File: config.mk
export PLATFORM = sky130hd
export DESIGN_NAME = fcs_top
export DESIGN_NICKNAME = d
export VERILOG_FILES = /design/src/common/fcs_pkg.sv /design/src/hdl/fcs_top.sv /design/src/hdl/fcs_timer.sv
export VERILOG_INCLUDE_DIRS = /design/src /design/src/common
export SDC_FILE = /design/constraint.sdc
export NUM_CORES = 1
export LEC_CHECK = 0
export ABC_AREA = 1
export BUFFER_PORTS_ARGS = -buffer_cell sky130_fd_sc_hd__buf_2
export CAP_MARGIN = 20
export CORE_UTILIZATION = 50
export CTS_BUF_LIST = sky130_fd_sc_hd__clkbuf_4 sky130_fd_sc_hd__clkbuf_8 sky130_fd_sc_hd__clkbuf_16
export DETAILED_ROUTE_END_ITERATION = 12
export GPL_TIMING_DRIVEN = 0
export PLACE_DENSITY_LB_ADDON = 0.1
export SYNTH_ARGS = -nofsm -noshare
export SYNTH_HDL_FRONTEND = slang
export SYNTH_SLANG_ARGS = --single-unit
File: constraint.sdc
create_clock -name clk -period 9 [get_ports clk]
set_input_delay 0.9 -clock clk [delete_from_list [all_inputs] [get_ports clk]]
set_output_delay 0.9 -clock clk [all_outputs]
set_load 0.02 [all_outputs]
File: src/common/fcs_defines.svh
`ifndef FCS_DEFINES_SVH
`define FCS_DEFINES_SVH

`define FCS_CLK_HZ 10000000
`define FCS_CYC_PER_US (`FCS_CLK_HZ / 1000000)

`define FCS_UNLOCK1_ADDR 12'h0555
`define FCS_UNLOCK2_ADDR 12'h0AAA
`define FCS_UNLOCK1_DATA 8'hAA
`define FCS_UNLOCK2_DATA 8'h55

`define FCS_OP_RESET 8'hF0
`define FCS_OP_IDENT 8'h90
`define FCS_OP_PROGRAM 8'hA0
`define FCS_OP_ERASE 8'h80
`define FCS_OP_BULK 8'h10
`define FCS_OP_SECTOR 8'h30

`define FCS_ID_SEL_IDENT 3'h1
`define FCS_ID_SEL_PROT 3'h2
`define FCS_PROT_YES 8'h01
`define FCS_PROT_NO 8'h00

`define FCS_MAIN_MASK 12'h00FF
`define FCS_BOOT_MASK 12'h0F00

`define FCS_POLL_BIT 7
`define FCS_TOGGLE_BIT 6
`define FCS_ERROR_BIT 5
`define FCS_WINDOW_BIT 3

`define FCS_ERASE_WIN_US 100
`define FCS_ERASE_WIN_PCT 20
`define FCS_ERASE_WIN_CYC ((`FCS_ERASE_WIN_US * (100 + `FCS_ERASE_WIN_PCT) \
    * `FCS_CYC_PER_US) / 100)
`define FCS_PROT_ERASE_US 100
`define FCS_PROT_ERASE_CYC (`FCS_PROT_ERASE_US * `FCS_CYC_PER_US)
`define FCS_INTERBYTE_US 80
`define FCS_INTERBYTE_CYC (`FCS_INTERBYTE_US * `FCS_CYC_PER_US)

`endif

File: src/common/fcs_pkg.sv
package fcs_pkg;

    typedef enum logic [3:0] {
        FCS_READ = 4'h0,
        FCS_UNL1 = 4'h1,
        FCS_UNL2 = 4'h2,
        FCS_IDENT = 4'h3,
        FCS_PGM = 4'h4,
        FCS_ER1 = 4'h5,
        FCS_ER2 = 4'h6,
        FCS_ER3 = 4'h7,
        FCS_ERWIN = 4'h8,
        FCS_BUSY = 4'h9,
        FCS_PROTER = 4'hA,
        FCS_ERROR = 4'hB
    } fcs_state_e;

    typedef struct packed {
        logic [15:0] addr;
        logic [7:0] data;
        logic [7:0] mainSel;
        logic [3:0] bootSel;
    } fcs_bus_s;

    typedef struct packed {
        logic prog;
        logic sectErase;
        logic bulkErase;
        logic bootArray;
        logic [15:0] addr;
        logic [7:0] data;
        logic [11:0] sectMask;
    } fcs_op_s;

endpackage

File: src/hdl/fcs_top.sv
`timescale 1ns/10ps
`include "fcs_defines.svh"
// Functional notes
// RULE_01 - Written bytes decoded as commands, not stored
// RULE_02 - Bad byte or gap time-out returns read
// RULE_03 - Commands start AAh@555h then 55h@AAAh
// RULE_04 - Upper address ignored; select needed per write
// RULE_05 - Main selects pick primary, boot secondary
// RULE_06 - Identifier read only on primary array
// RULE_07 - Reset enters read; lockout blocks writes
// RULE_08 - Host keeps strobe high during power-up
// RULE_09 - Plain reads return array data
// RULE_10 - Identifier read at address bits 001
// RULE_11 - Protection read at 010 gives 01h/00h
// RULE_12 - Busy reads return status, repeatable
// RULE_13 - Programming shows inverted bit seven
// RULE_14 - Status valid after fourth or sixth write
// RULE_15 - Erase shows poll bit zero
// RULE_16 - Program to protected sector ignored
// RULE_17 - All-protected erase fakes busy for 100us
// RULE_18 - Toggle bit flips per selected status read
// RULE_19 - Error bit set on failure or 0-to-1
// RULE_20 - Error bit cleared only by reset command
// RULE_21 - Erase window bit low 120us after erase; code sets it high at once on each added sector command
// RULE_22 - Status bit layout 7,6,5,3; others zero
// RULE_23 - Only low twelve address bits decoded
// RULE_24 - Reset command leaves identifier or error mode
// RULE_25 - Inter-byte time-out is a parameter count
module fcs_top
    import fcs_pkg::*;
#(
    parameter logic [7:0] ID_CODE = 8'h5A, // Arbitrary identifier value
    parameter int INTERBYTE_CYC = `FCS_INTERBYTE_CYC,
    parameter int ERASE_WIN_CYC = `FCS_ERASE_WIN_CYC,
    parameter int PROT_ERASE_CYC = `FCS_PROT_ERASE_CYC
) (
    input wire logic clk,
    input wire logic rst,
    input wire fcs_bus_s bus,
    input wire logic storePulseN,
    input wire logic rdStrobe,
    input wire logic [7:0] arrayData,
    input wire logic [7:0] mainProt,
    input wire logic [3:0] bootProt,
    input wire logic belowLockout,
    input wire logic opDone,
    input wire logic opFail,
    output logic [7:0] rdData,
    output logic rdValid,
    output fcs_op_s op,
    output logic readMode,
    output logic errorFlag
);
    localparam int TW = 12;

    fcs_state_e state_r, state_nxt;
    fcs_op_s op_r, op_nxt;
    logic strobePrev_r;
    logic arrBoot_r, arrBoot_nxt;
    logic erasing_r, erasing_nxt;
    logic progBit7_r, progBit7_nxt;
    logic err_r, err_nxt;
    logic winFlag_r, winFlag_nxt;
    logic tog_r, tog_nxt;
    logic [7:0] rdData_r, rdData_nxt;
    logic rdValid_r, rdValid_nxt;

    logic wrEv, anySel, wrOk, isBoot, sameArr, selProt;
    logic [11:0] a12, curMask, protMask, eraseMask;
    logic [7:0] wd;
    logic [2:0] idSel;
    logic errSet, errClr;
    logic ibStart, winStart, protStart, finishErase;
    logic ibExpire, winExpire, protExpire;
    logic statusMode;

    // A write counts at the rising edge of the active-low store pulse
    assign wrEv = storePulseN & ~strobePrev_r & ~belowLockout; // [RULE_07]
    assign anySel = (|bus.mainSel) | (|bus.bootSel);
    assign wrOk = wrEv & anySel; // [RULE_04]
    assign isBoot = ~(|bus.mainSel) & (|bus.bootSel); // [RULE_05]
    assign sameArr = (isBoot == arrBoot_r);
    assign a12 = bus.addr[11:0]; // [RULE_23] [RULE_04]
    assign wd = bus.data;
    assign curMask = {bus.bootSel, bus.mainSel};
    assign protMask = {bootProt, mainProt};
    assign selProt = |(curMask & protMask);
    assign idSel = {bus.addr[6], bus.addr[1], bus.addr[0]};
    assign statusMode = (state_r == FCS_ERWIN) || (state_r == FCS_BUSY) ||
        (state_r == FCS_PROTER) || (state_r == FCS_ERROR);

    fcs_timer #(.W(TW)) u_ibTimer (
        .clk(clk),
        .rst(rst),
        .start(ibStart),
        .load(TW'(INTERBYTE_CYC)),
        .running(),
        .expire(ibExpire)
    );

    fcs_timer #(.W(TW)) u_winTimer (
        .clk(clk),
        .rst(rst),
        .start(winStart),
        .load(TW'(ERASE_WIN_CYC)),
        .running(),
        .expire(winExpire)
    );

    fcs_timer #(.W(TW)) u_protTimer (
        .clk(clk),
        .rst(rst),
        .start(protStart),
        .load(TW'(PROT_ERASE_CYC)),
        .running(),
        .expire(protExpire)
    );

    always_comb begin
        state_nxt = state_r;
        op_nxt = op_r;
        op_nxt.prog = 1'b0;
        op_nxt.sectErase = 1'b0;
        op_nxt.bulkErase = 1'b0;
        arrBoot_nxt = arrBoot_r;
        erasing_nxt = erasing_r;
        progBit7_nxt = progBit7_r;
        winFlag_nxt = winFlag_r;
        ibStart = 1'b0;
        winStart = 1'b0;
        protStart = 1'b0;
        finishErase = 1'b0;
        errSet = opFail; // [RULE_19]
        errClr = 1'b0;
        eraseMask = op_r.sectMask;
        case (state_r)
            FCS_READ: begin
                if (wrOk && wd == `FCS_UNLOCK1_DATA &&
                    a12 == `FCS_UNLOCK1_ADDR) begin // [RULE_03] [RULE_01]
                    state_nxt = FCS_UNL1;
                    arrBoot_nxt = isBoot; // [RULE_05]
                    ibStart = 1'b1;
                end
            end
            FCS_UNL1: begin
                if (wrOk) begin
                    ibStart = 1'b1;
                    if (sameArr && wd == `FCS_UNLOCK2_DATA &&
                        a12 == `FCS_UNLOCK2_ADDR) begin // [RULE_03]
                        state_nxt = FCS_UNL2;
                    end else begin
                        state_nxt = FCS_READ; // [RULE_02]
                    end
                end else if (ibExpire) begin
                    state_nxt = FCS_READ; // [RULE_02] [RULE_25]
                end
            end
            FCS_UNL2: begin
                if (wrOk) begin
                    ibStart = 1'b1;
                    state_nxt = FCS_READ; // [RULE_02]
                    if (sameArr && a12 == `FCS_UNLOCK1_ADDR) begin
                        case (wd)
                            `FCS_OP_RESET: errClr = 1'b1; // [RULE_20]
                            `FCS_OP_IDENT: state_nxt = FCS_IDENT;
                            `FCS_OP_PROGRAM: state_nxt = FCS_PGM;
                            `FCS_OP_ERASE: state_nxt = FCS_ER1;
                            default: state_nxt = FCS_READ;
                        endcase
                    end
                end else if (ibExpire) begin
                    state_nxt = FCS_READ; // [RULE_02] [RULE_25]
                end
            end
            FCS_IDENT: begin
                if (wrOk && wd == `FCS_OP_RESET) begin
                    state_nxt = FCS_READ; // [RULE_24]
                end
            end
            FCS_PGM: begin
                if (wrOk) begin
                    if (!sameArr || selProt) begin
                        state_nxt = FCS_READ; // [RULE_16]
                    end else if (|(wd & ~arrayData)) begin
                        errSet = 1'b1; // [RULE_19]
                        erasing_nxt = 1'b0;
                        progBit7_nxt = wd[7];
                        state_nxt = FCS_ERROR;
                    end else begin
                        op_nxt.prog = 1'b1; // [RULE_01]
                        op_nxt.bootArray = arrBoot_r;
                        op_nxt.addr = bus.addr;
                        op_nxt.data = wd;
                        op_nxt.sectMask = curMask;
                        erasing_nxt = 1'b0;
                        progBit7_nxt = wd[7]; // [RULE_13]
                        state_nxt = FCS_BUSY; // [RULE_14]
                    end
                end else if (ibExpire) begin
                    state_nxt = FCS_READ; // [RULE_02]
                end
            end
            FCS_ER1: begin
                if (wrOk) begin
                    ibStart = 1'b1;
                    state_nxt = (sameArr && wd == `FCS_UNLOCK1_DATA &&
                        a12 == `FCS_UNLOCK1_ADDR) ? FCS_ER2 : FCS_READ;
                end else if (ibExpire) begin
                    state_nxt = FCS_READ; // [RULE_02]
                end
            end
            FCS_ER2: begin
                if (wrOk) begin
                    ibStart = 1'b1;
                    state_nxt = (sameArr && wd == `FCS_UNLOCK2_DATA &&
                        a12 == `FCS_UNLOCK2_ADDR) ? FCS_ER3 : FCS_READ;
                end else if (ibExpire) begin
                    state_nxt = FCS_READ; // [RULE_02]
                end
            end
            FCS_ER3: begin
                if (wrOk) begin
                    state_nxt = FCS_READ; // [RULE_02]
                    if (sameArr && wd == `FCS_OP_BULK &&
                        a12 == `FCS_UNLOCK1_ADDR) begin
                        eraseMask = arrBoot_r ? `FCS_BOOT_MASK :
                            `FCS_MAIN_MASK;
                        op_nxt.sectMask = eraseMask;
                        op_nxt.bootArray = arrBoot_r;
                        op_nxt.addr = bus.addr;
                        finishErase = 1'b1;
                    end else if (sameArr && wd == `FCS_OP_SECTOR) begin
                        op_nxt.sectMask = curMask;
                        op_nxt.bootArray = arrBoot_r;
                        op_nxt.addr = bus.addr;
                        erasing_nxt = 1'b1;
                        winStart = 1'b1;
                        winFlag_nxt = 1'b0; // [RULE_21]
                        state_nxt = FCS_ERWIN;
                    end
                end else if (ibExpire) begin
                    state_nxt = FCS_READ; // [RULE_02]
                end
            end
            FCS_ERWIN: begin
                if (wrOk) begin
                    if (sameArr && wd == `FCS_OP_SECTOR) begin
                        op_nxt.sectMask = op_r.sectMask | curMask;
                        winStart = 1'b1;
                        winFlag_nxt = 1'b1; // [RULE_21]
                    end else begin
                        state_nxt = FCS_READ; // [RULE_02]
                    end
                end else if (winExpire) begin
                    winFlag_nxt = 1'b1; // [RULE_21]
                    finishErase = 1'b1;
                end
            end
            FCS_BUSY: begin
                if (opDone) begin
                    state_nxt = (err_r || opFail) ? FCS_ERROR : FCS_READ;
                end
            end
            FCS_PROTER: begin
                if (protExpire) begin
                    state_nxt = FCS_READ; // [RULE_17]
                end
            end
            FCS_ERROR: begin
                if (wrOk && wd == `FCS_OP_RESET) begin
                    errClr = 1'b1; // [RULE_20] [RULE_24]
                    state_nxt = FCS_READ;
                end
            end
            default: state_nxt = FCS_READ;
        endcase
        if (finishErase) begin
            erasing_nxt = 1'b1;
            winFlag_nxt = 1'b1;
            if (~|(eraseMask & ~protMask)) begin
                protStart = 1'b1; // [RULE_17]
                state_nxt = FCS_PROTER;
            end else begin
                op_nxt.sectErase = (state_r == FCS_ERWIN);
                op_nxt.bulkErase = (state_r == FCS_ER3);
                state_nxt = FCS_BUSY; // [RULE_14]
            end
        end
        // A failure arriving with the reset command still sets the flag
        err_nxt = (err_r & ~errClr) | errSet; // [RULE_19] [RULE_20]
    end

    always_comb begin
        rdData_nxt = rdData_r;
        rdValid_nxt = 1'b0;
        tog_nxt = tog_r;
        if (rdStrobe) begin
            rdValid_nxt = 1'b1;
            if (statusMode) begin
                rdData_nxt = 8'h00; // [RULE_22]
                rdData_nxt[`FCS_POLL_BIT] = erasing_r ? 1'b0 :
                    ~progBit7_r; // [RULE_13] [RULE_15] [RULE_12]
                rdData_nxt[`FCS_TOGGLE_BIT] = tog_r;
                rdData_nxt[`FCS_ERROR_BIT] = err_r; // [RULE_19]
                rdData_nxt[`FCS_WINDOW_BIT] = winFlag_r; // [RULE_21]
                if (anySel) begin
                    tog_nxt = ~tog_r; // [RULE_18]
                end
            end else if (state_r == FCS_IDENT && idSel == `FCS_ID_SEL_IDENT
                && |bus.mainSel) begin
                rdData_nxt = ID_CODE; // [RULE_10] [RULE_06]
            end else if (state_r == FCS_IDENT &&
                idSel == `FCS_ID_SEL_PROT) begin
                rdData_nxt = selProt ? `FCS_PROT_YES :
                    `FCS_PROT_NO; // [RULE_11]
            end else begin
                rdData_nxt = arrayData; // [RULE_09]
            end
        end
    end

    always_ff @(posedge clk or posedge rst) begin
        if (rst) begin
            state_r <= FCS_READ; // [RULE_07] [RULE_09]
            op_r <= '0;
            strobePrev_r <= 1'b1; // [RULE_08]
            arrBoot_r <= 1'b0;
            erasing_r <= 1'b0;
            progBit7_r <= 1'b0;
            err_r <= 1'b0;
            winFlag_r <= 1'b1;
            tog_r <= 1'b0;
            rdData_r <= 8'h00;
            rdValid_r <= 1'b0;
        end else begin
            state_r <= state_nxt;
            op_r <= op_nxt;
            strobePrev_r <= storePulseN;
            arrBoot_r <= arrBoot_nxt;
            erasing_r <= erasing_nxt;
            progBit7_r <= progBit7_nxt;
            err_r <= err_nxt;
            winFlag_r <= winFlag_nxt;
            tog_r <= tog_nxt;
            rdData_r <= rdData_nxt;
            rdValid_r <= rdValid_nxt;
        end
    end

    assign rdData = rdData_r;
    assign rdValid = rdValid_r;
    assign op = op_r;
    assign readMode = (state_r == FCS_READ);
    assign errorFlag = err_r;
endmodule

File: src/hdl/fcs_timer.sv
`timescale 1ns/10ps
module fcs_timer #(
    parameter int W = 12
) (
    input wire logic clk,
    input wire logic rst,
    input wire logic start,
    input wire logic [W-1:0] load,
    output logic running,
    output logic expire
);
    logic [W-1:0] cnt_r, cnt_nxt;
    logic run_r, run_nxt;
    logic exp_r, exp_nxt;

    always_comb begin
        cnt_nxt = cnt_r;
        run_nxt = run_r;
        exp_nxt = 1'b0;
        if (start) begin
            cnt_nxt = load;
            run_nxt = 1'b1;
        end else if (run_r) begin
            if (cnt_r <= {{(W-1){1'b0}}, 1'b1}) begin
                run_nxt = 1'b0;
                exp_nxt = 1'b1;
            end else begin
                cnt_nxt = cnt_r - {{(W-1){1'b0}}, 1'b1};
            end
        end
    end

    always_ff @(posedge clk or posedge rst) begin
        if (rst) begin
            cnt_r <= '0;
            run_r <= 1'b0;
            exp_r <= 1'b0;
        end else begin
            cnt_r <= cnt_nxt;
            run_r <= run_nxt;
            exp_r <= exp_nxt;
        end
    end

    assign running = run_r;
    assign expire = exp_r;
endmodule

==> impl_metrics.ini <==
[setup_path]
crit_fanout = 10
endpoint_kind = flop
start_kind = input pin
r2r_slack_ns = 6.56
crit_type = input pin to flop
slowest_delay_ns = 0.49
worst_ep_required_time_ns = 9.25
cp_data_arrival_time_ns = 3.04
path_common_cell = nand2_1
path_cells = buf_2 > inv_1 > nand2_1 > nor3_2 > nand4_4 > nand2_1 > nand2_1 > nand2_1 > nand3_1 > nor2_2 > nand3_2 > buf_4 > nand2_1 > inv_1
cpMaxStageDelayCell = nor3_2

[clock_tree]
cts_setup_buffers = 0
h-tree-depth = 3
clock-sinks = 102
cts_hold_buf = 0
cts.clk_slew.worst_paths_ns = 0.07
cts_buffer_depth = 2
cts_resized = 0
cts_tree = yes
clk_latency_ns = 0.35
cts_root_buf = clkbuf_16
numCtsBuffers = 9

[sta]
fin_skew_ns = 0.005138
slew_headroom = 0.4960
tightest_slew_ns = 0.7560
hold_viol_final = 0
rsz0062_at_grt = false
max_freq_mhz = 357.7
setup_tns_ns = 0
period_share = 0.3106
maxSlewViolCount = 0
setup_violations = 0
fin_crit_ns = 2.795

[route]
drc_errors = 18
dr.first_iter.drc_count = 396
via_count = 5657
firstDrtPassIters = 9
vias_per_cell = 5.176
wl_um = 14840
final_antenna_net_count = 0
routedWlPerCell_um = 13.58

[global_routing]
grt_max_degree = 60
grt_pass1_vias = 5519
antenna_found_initial = 0
grt_pass1_wl_um = 25520
gr-usage-all-layers = 0.2599
grt.overflow.total = 0

[yosys]
synthMuxAreaShare = 0
synth_compound_area_frac = 0.1316
synth.distinct_cells = 43
synth_adder_area_share = 0.01263
synth_edf_count = 0
syn_area_um2 = 5944
syn_area_per_cell_um2 = 7.249
synth-xor-area-share = 0.01768
synth_seq_area_share = 0.4298
syn-num-nets = 889
netlist_instances = 820
synthFlopType = dfrtp_1
yosys.area_share.simple = 0.3254
synthArstFlopShare = 1.000
yosys_warnings = 0
ys_ff_latch = 102
synth_top_family_by_area = simple AND/OR/NAND/NOR gates

[placed_design]
dp.final_hpwl_um = 11320
portBuffers = 113
placed_cell_area_um2 = 6719
gp_congestion = 0.9044

[outcome]
violations = design-rule violations
status = finished with violations

[die]
pin_count = 114
die_y_um = 111.0
fp.dieArea_um2 = 12330
num_rows = 39
start_util = 0.5162
core_area_um2 = 11520
dieWidth_um = 111.0

[power]
powerDensity_nw_per_um2 = 220.0
peakVddDrop_mv = 0.1711
p_leak_nw = 3.634

[job]
drv_cap = 0

[worst_hold_path]
hp-class = flop to flop

[finish]
syn2layout_area_growth_pct = 18.61
n_antenna_cell = 0
drive_gt1_frac = 0.2063
mostFrequentLayoutCell = nand2_1
final_cell_mix = nand2_1, buf_2, nor2_1
final_area_um2 = 7051
nets = 1014
fill_cells = 1120
cells by family (layout without fill, tap and decap cells):
logic type	Yosys count	in the layout
AOI/OAI and AO/OA	143	143
xor gates and xnor gates	12	12
adders and majority gates	6	6
buffers and inverters	126	256
DFF	102	102
and+or+nand+nor	431	431
report_power, final:
group	switching, mW	total, mW	internal [mW]	leakage, nW
Combinational	0.316	0.492	0.176	2.23
Clock	0.172	0.431	0.259	0.164
Sequential	0.0729	0.628	0.555	1.24
worst paths after layout:
kind	startpoint	to	depth (start not counted)
max reg2reg	strobePrev_r	u_protTimer.cnt_r[1]	13
max	bus[18]	u_protTimer.cnt_r[1]	14
min reg2reg	tog_r	tog_r	1
min	tog_r	tog_r	1
max in group asynchronous	rst	u_winTimer.cnt_r[9]	3
min in group asynchronous	rst	u_ibTimer.cnt_r[0]	2
synthesized netlist by cell type (2+ instances only):
| cell type | n | area (um2) |
|---|---|---|
| xor2_1 | 5 | 43.79 |
| nor2_4 | 4 | 45.04 |
| nor2_1 | 113 | 424.2 |
| nand2_2 | 9 | 56.30 |
| nand2_1 | 189 | 709.4 |
| nand3_2 | 2 | 20.02 |
| nor3_1 | 14 | 70.07 |
| nand2_4 | 3 | 33.78 |
| o21ai_1 | 11 | 55.05 |
| o21bai_1 | 2 | 15.01 |
| o31ai_1 | 5 | 37.54 |
| xnor2_1 | 7 | 61.31 |
| nand3b_1 | 3 | 22.52 |
| or2_2 | 8 | 50.05 |
| o22ai_1 | 8 | 50.05 |
| buf_2 | 7 | 35.03 |
| nand4_1 | 17 | 106.4 |
| o2111ai_1 | 2 | 17.52 |
| nand3_1 | 53 | 265.3 |
| o21ai_0 | 64 | 320.3 |
| buf_4 | 3 | 22.52 |
| inv_1 | 101 | 379.1 |
| dfstp_2 | 2 | 52.55 |
| dfrtp_1 | 100 | 2502 |
| o21a_1 | 4 | 30.03 |
| a21oi_1 | 42 | 210.2 |
| ha_1 | 6 | 75.07 |
| nor2_2 | 9 | 56.30 |
| inv_2 | 13 | 48.80 |
state kept, by name (all words and copies together), names as in the netlist, 4 cells and up:
register and count:
u_ibTimer.cnt_r 12, state_r 4, u_protTimer.cnt_r 12, op 40, rdData 8, u_winTimer.cnt_r 12
metrics by stage:
stage | power, mW | hold slack (ns) | setup slack [ns] | utilization | std cells
6_report | 1.551 | 0.4756 | 6.205 | 0.6122 | 1093
5_1_grt | 1.666 | 0.4959 | 6.014 | 0.6122 | 1093
4_1_cts | 1.562 | 0.4814 | 6.233 | 0.6122 | 1093
3_5_place_dp | 1.126 | 0.4690 | 5.850 | 0.5834 | 1077
3_3_place_gp | 1.118 | 0.4624 | 4.119 | 0.5808 | 1076
2_1_floorplan | 0.9756 | 0.4458 | 5.428 | - | 820
routing by layer:
| metal | routed length [um] | GRT usage | part of all wire |
|---|---|---|---|
| met5 | 0 | 0 | 0 |
| met2 | 6806 | 0.4222 | 0.46 |
| met3 | 926 | 0.05960 | 0.062 |
| met1 | 6855 | 0.3471 | 0.46 |
| met4 | 255 | 0.07658 | 0.017 |
layout make-up:
class / count / area (um2) / area share
clock buffers: 12 / 254.0 / 0.03602
repair buffers: 114 / 593.1 / 0.08412
well taps: 143 / 178.9 / 0.02538
multi-input cells: 592 / 2897 / 0.4108
inverters: 115 / 434.2 / 0.06158
flip-flops and latches: 102 / 2555 / 0.3624
clock inverters: 4 / 77.57 / 0.01100
plain buffers: 11 / 61.31 / 0.008696
critical path: cells and delay by family:
family | cells | cell delay (ns)
buffers and inverters | 4 | 0.53
AND/OR/NAND/NOR | 10 | 1.58
Note: power is estimated with default switching activity, not from simulation.
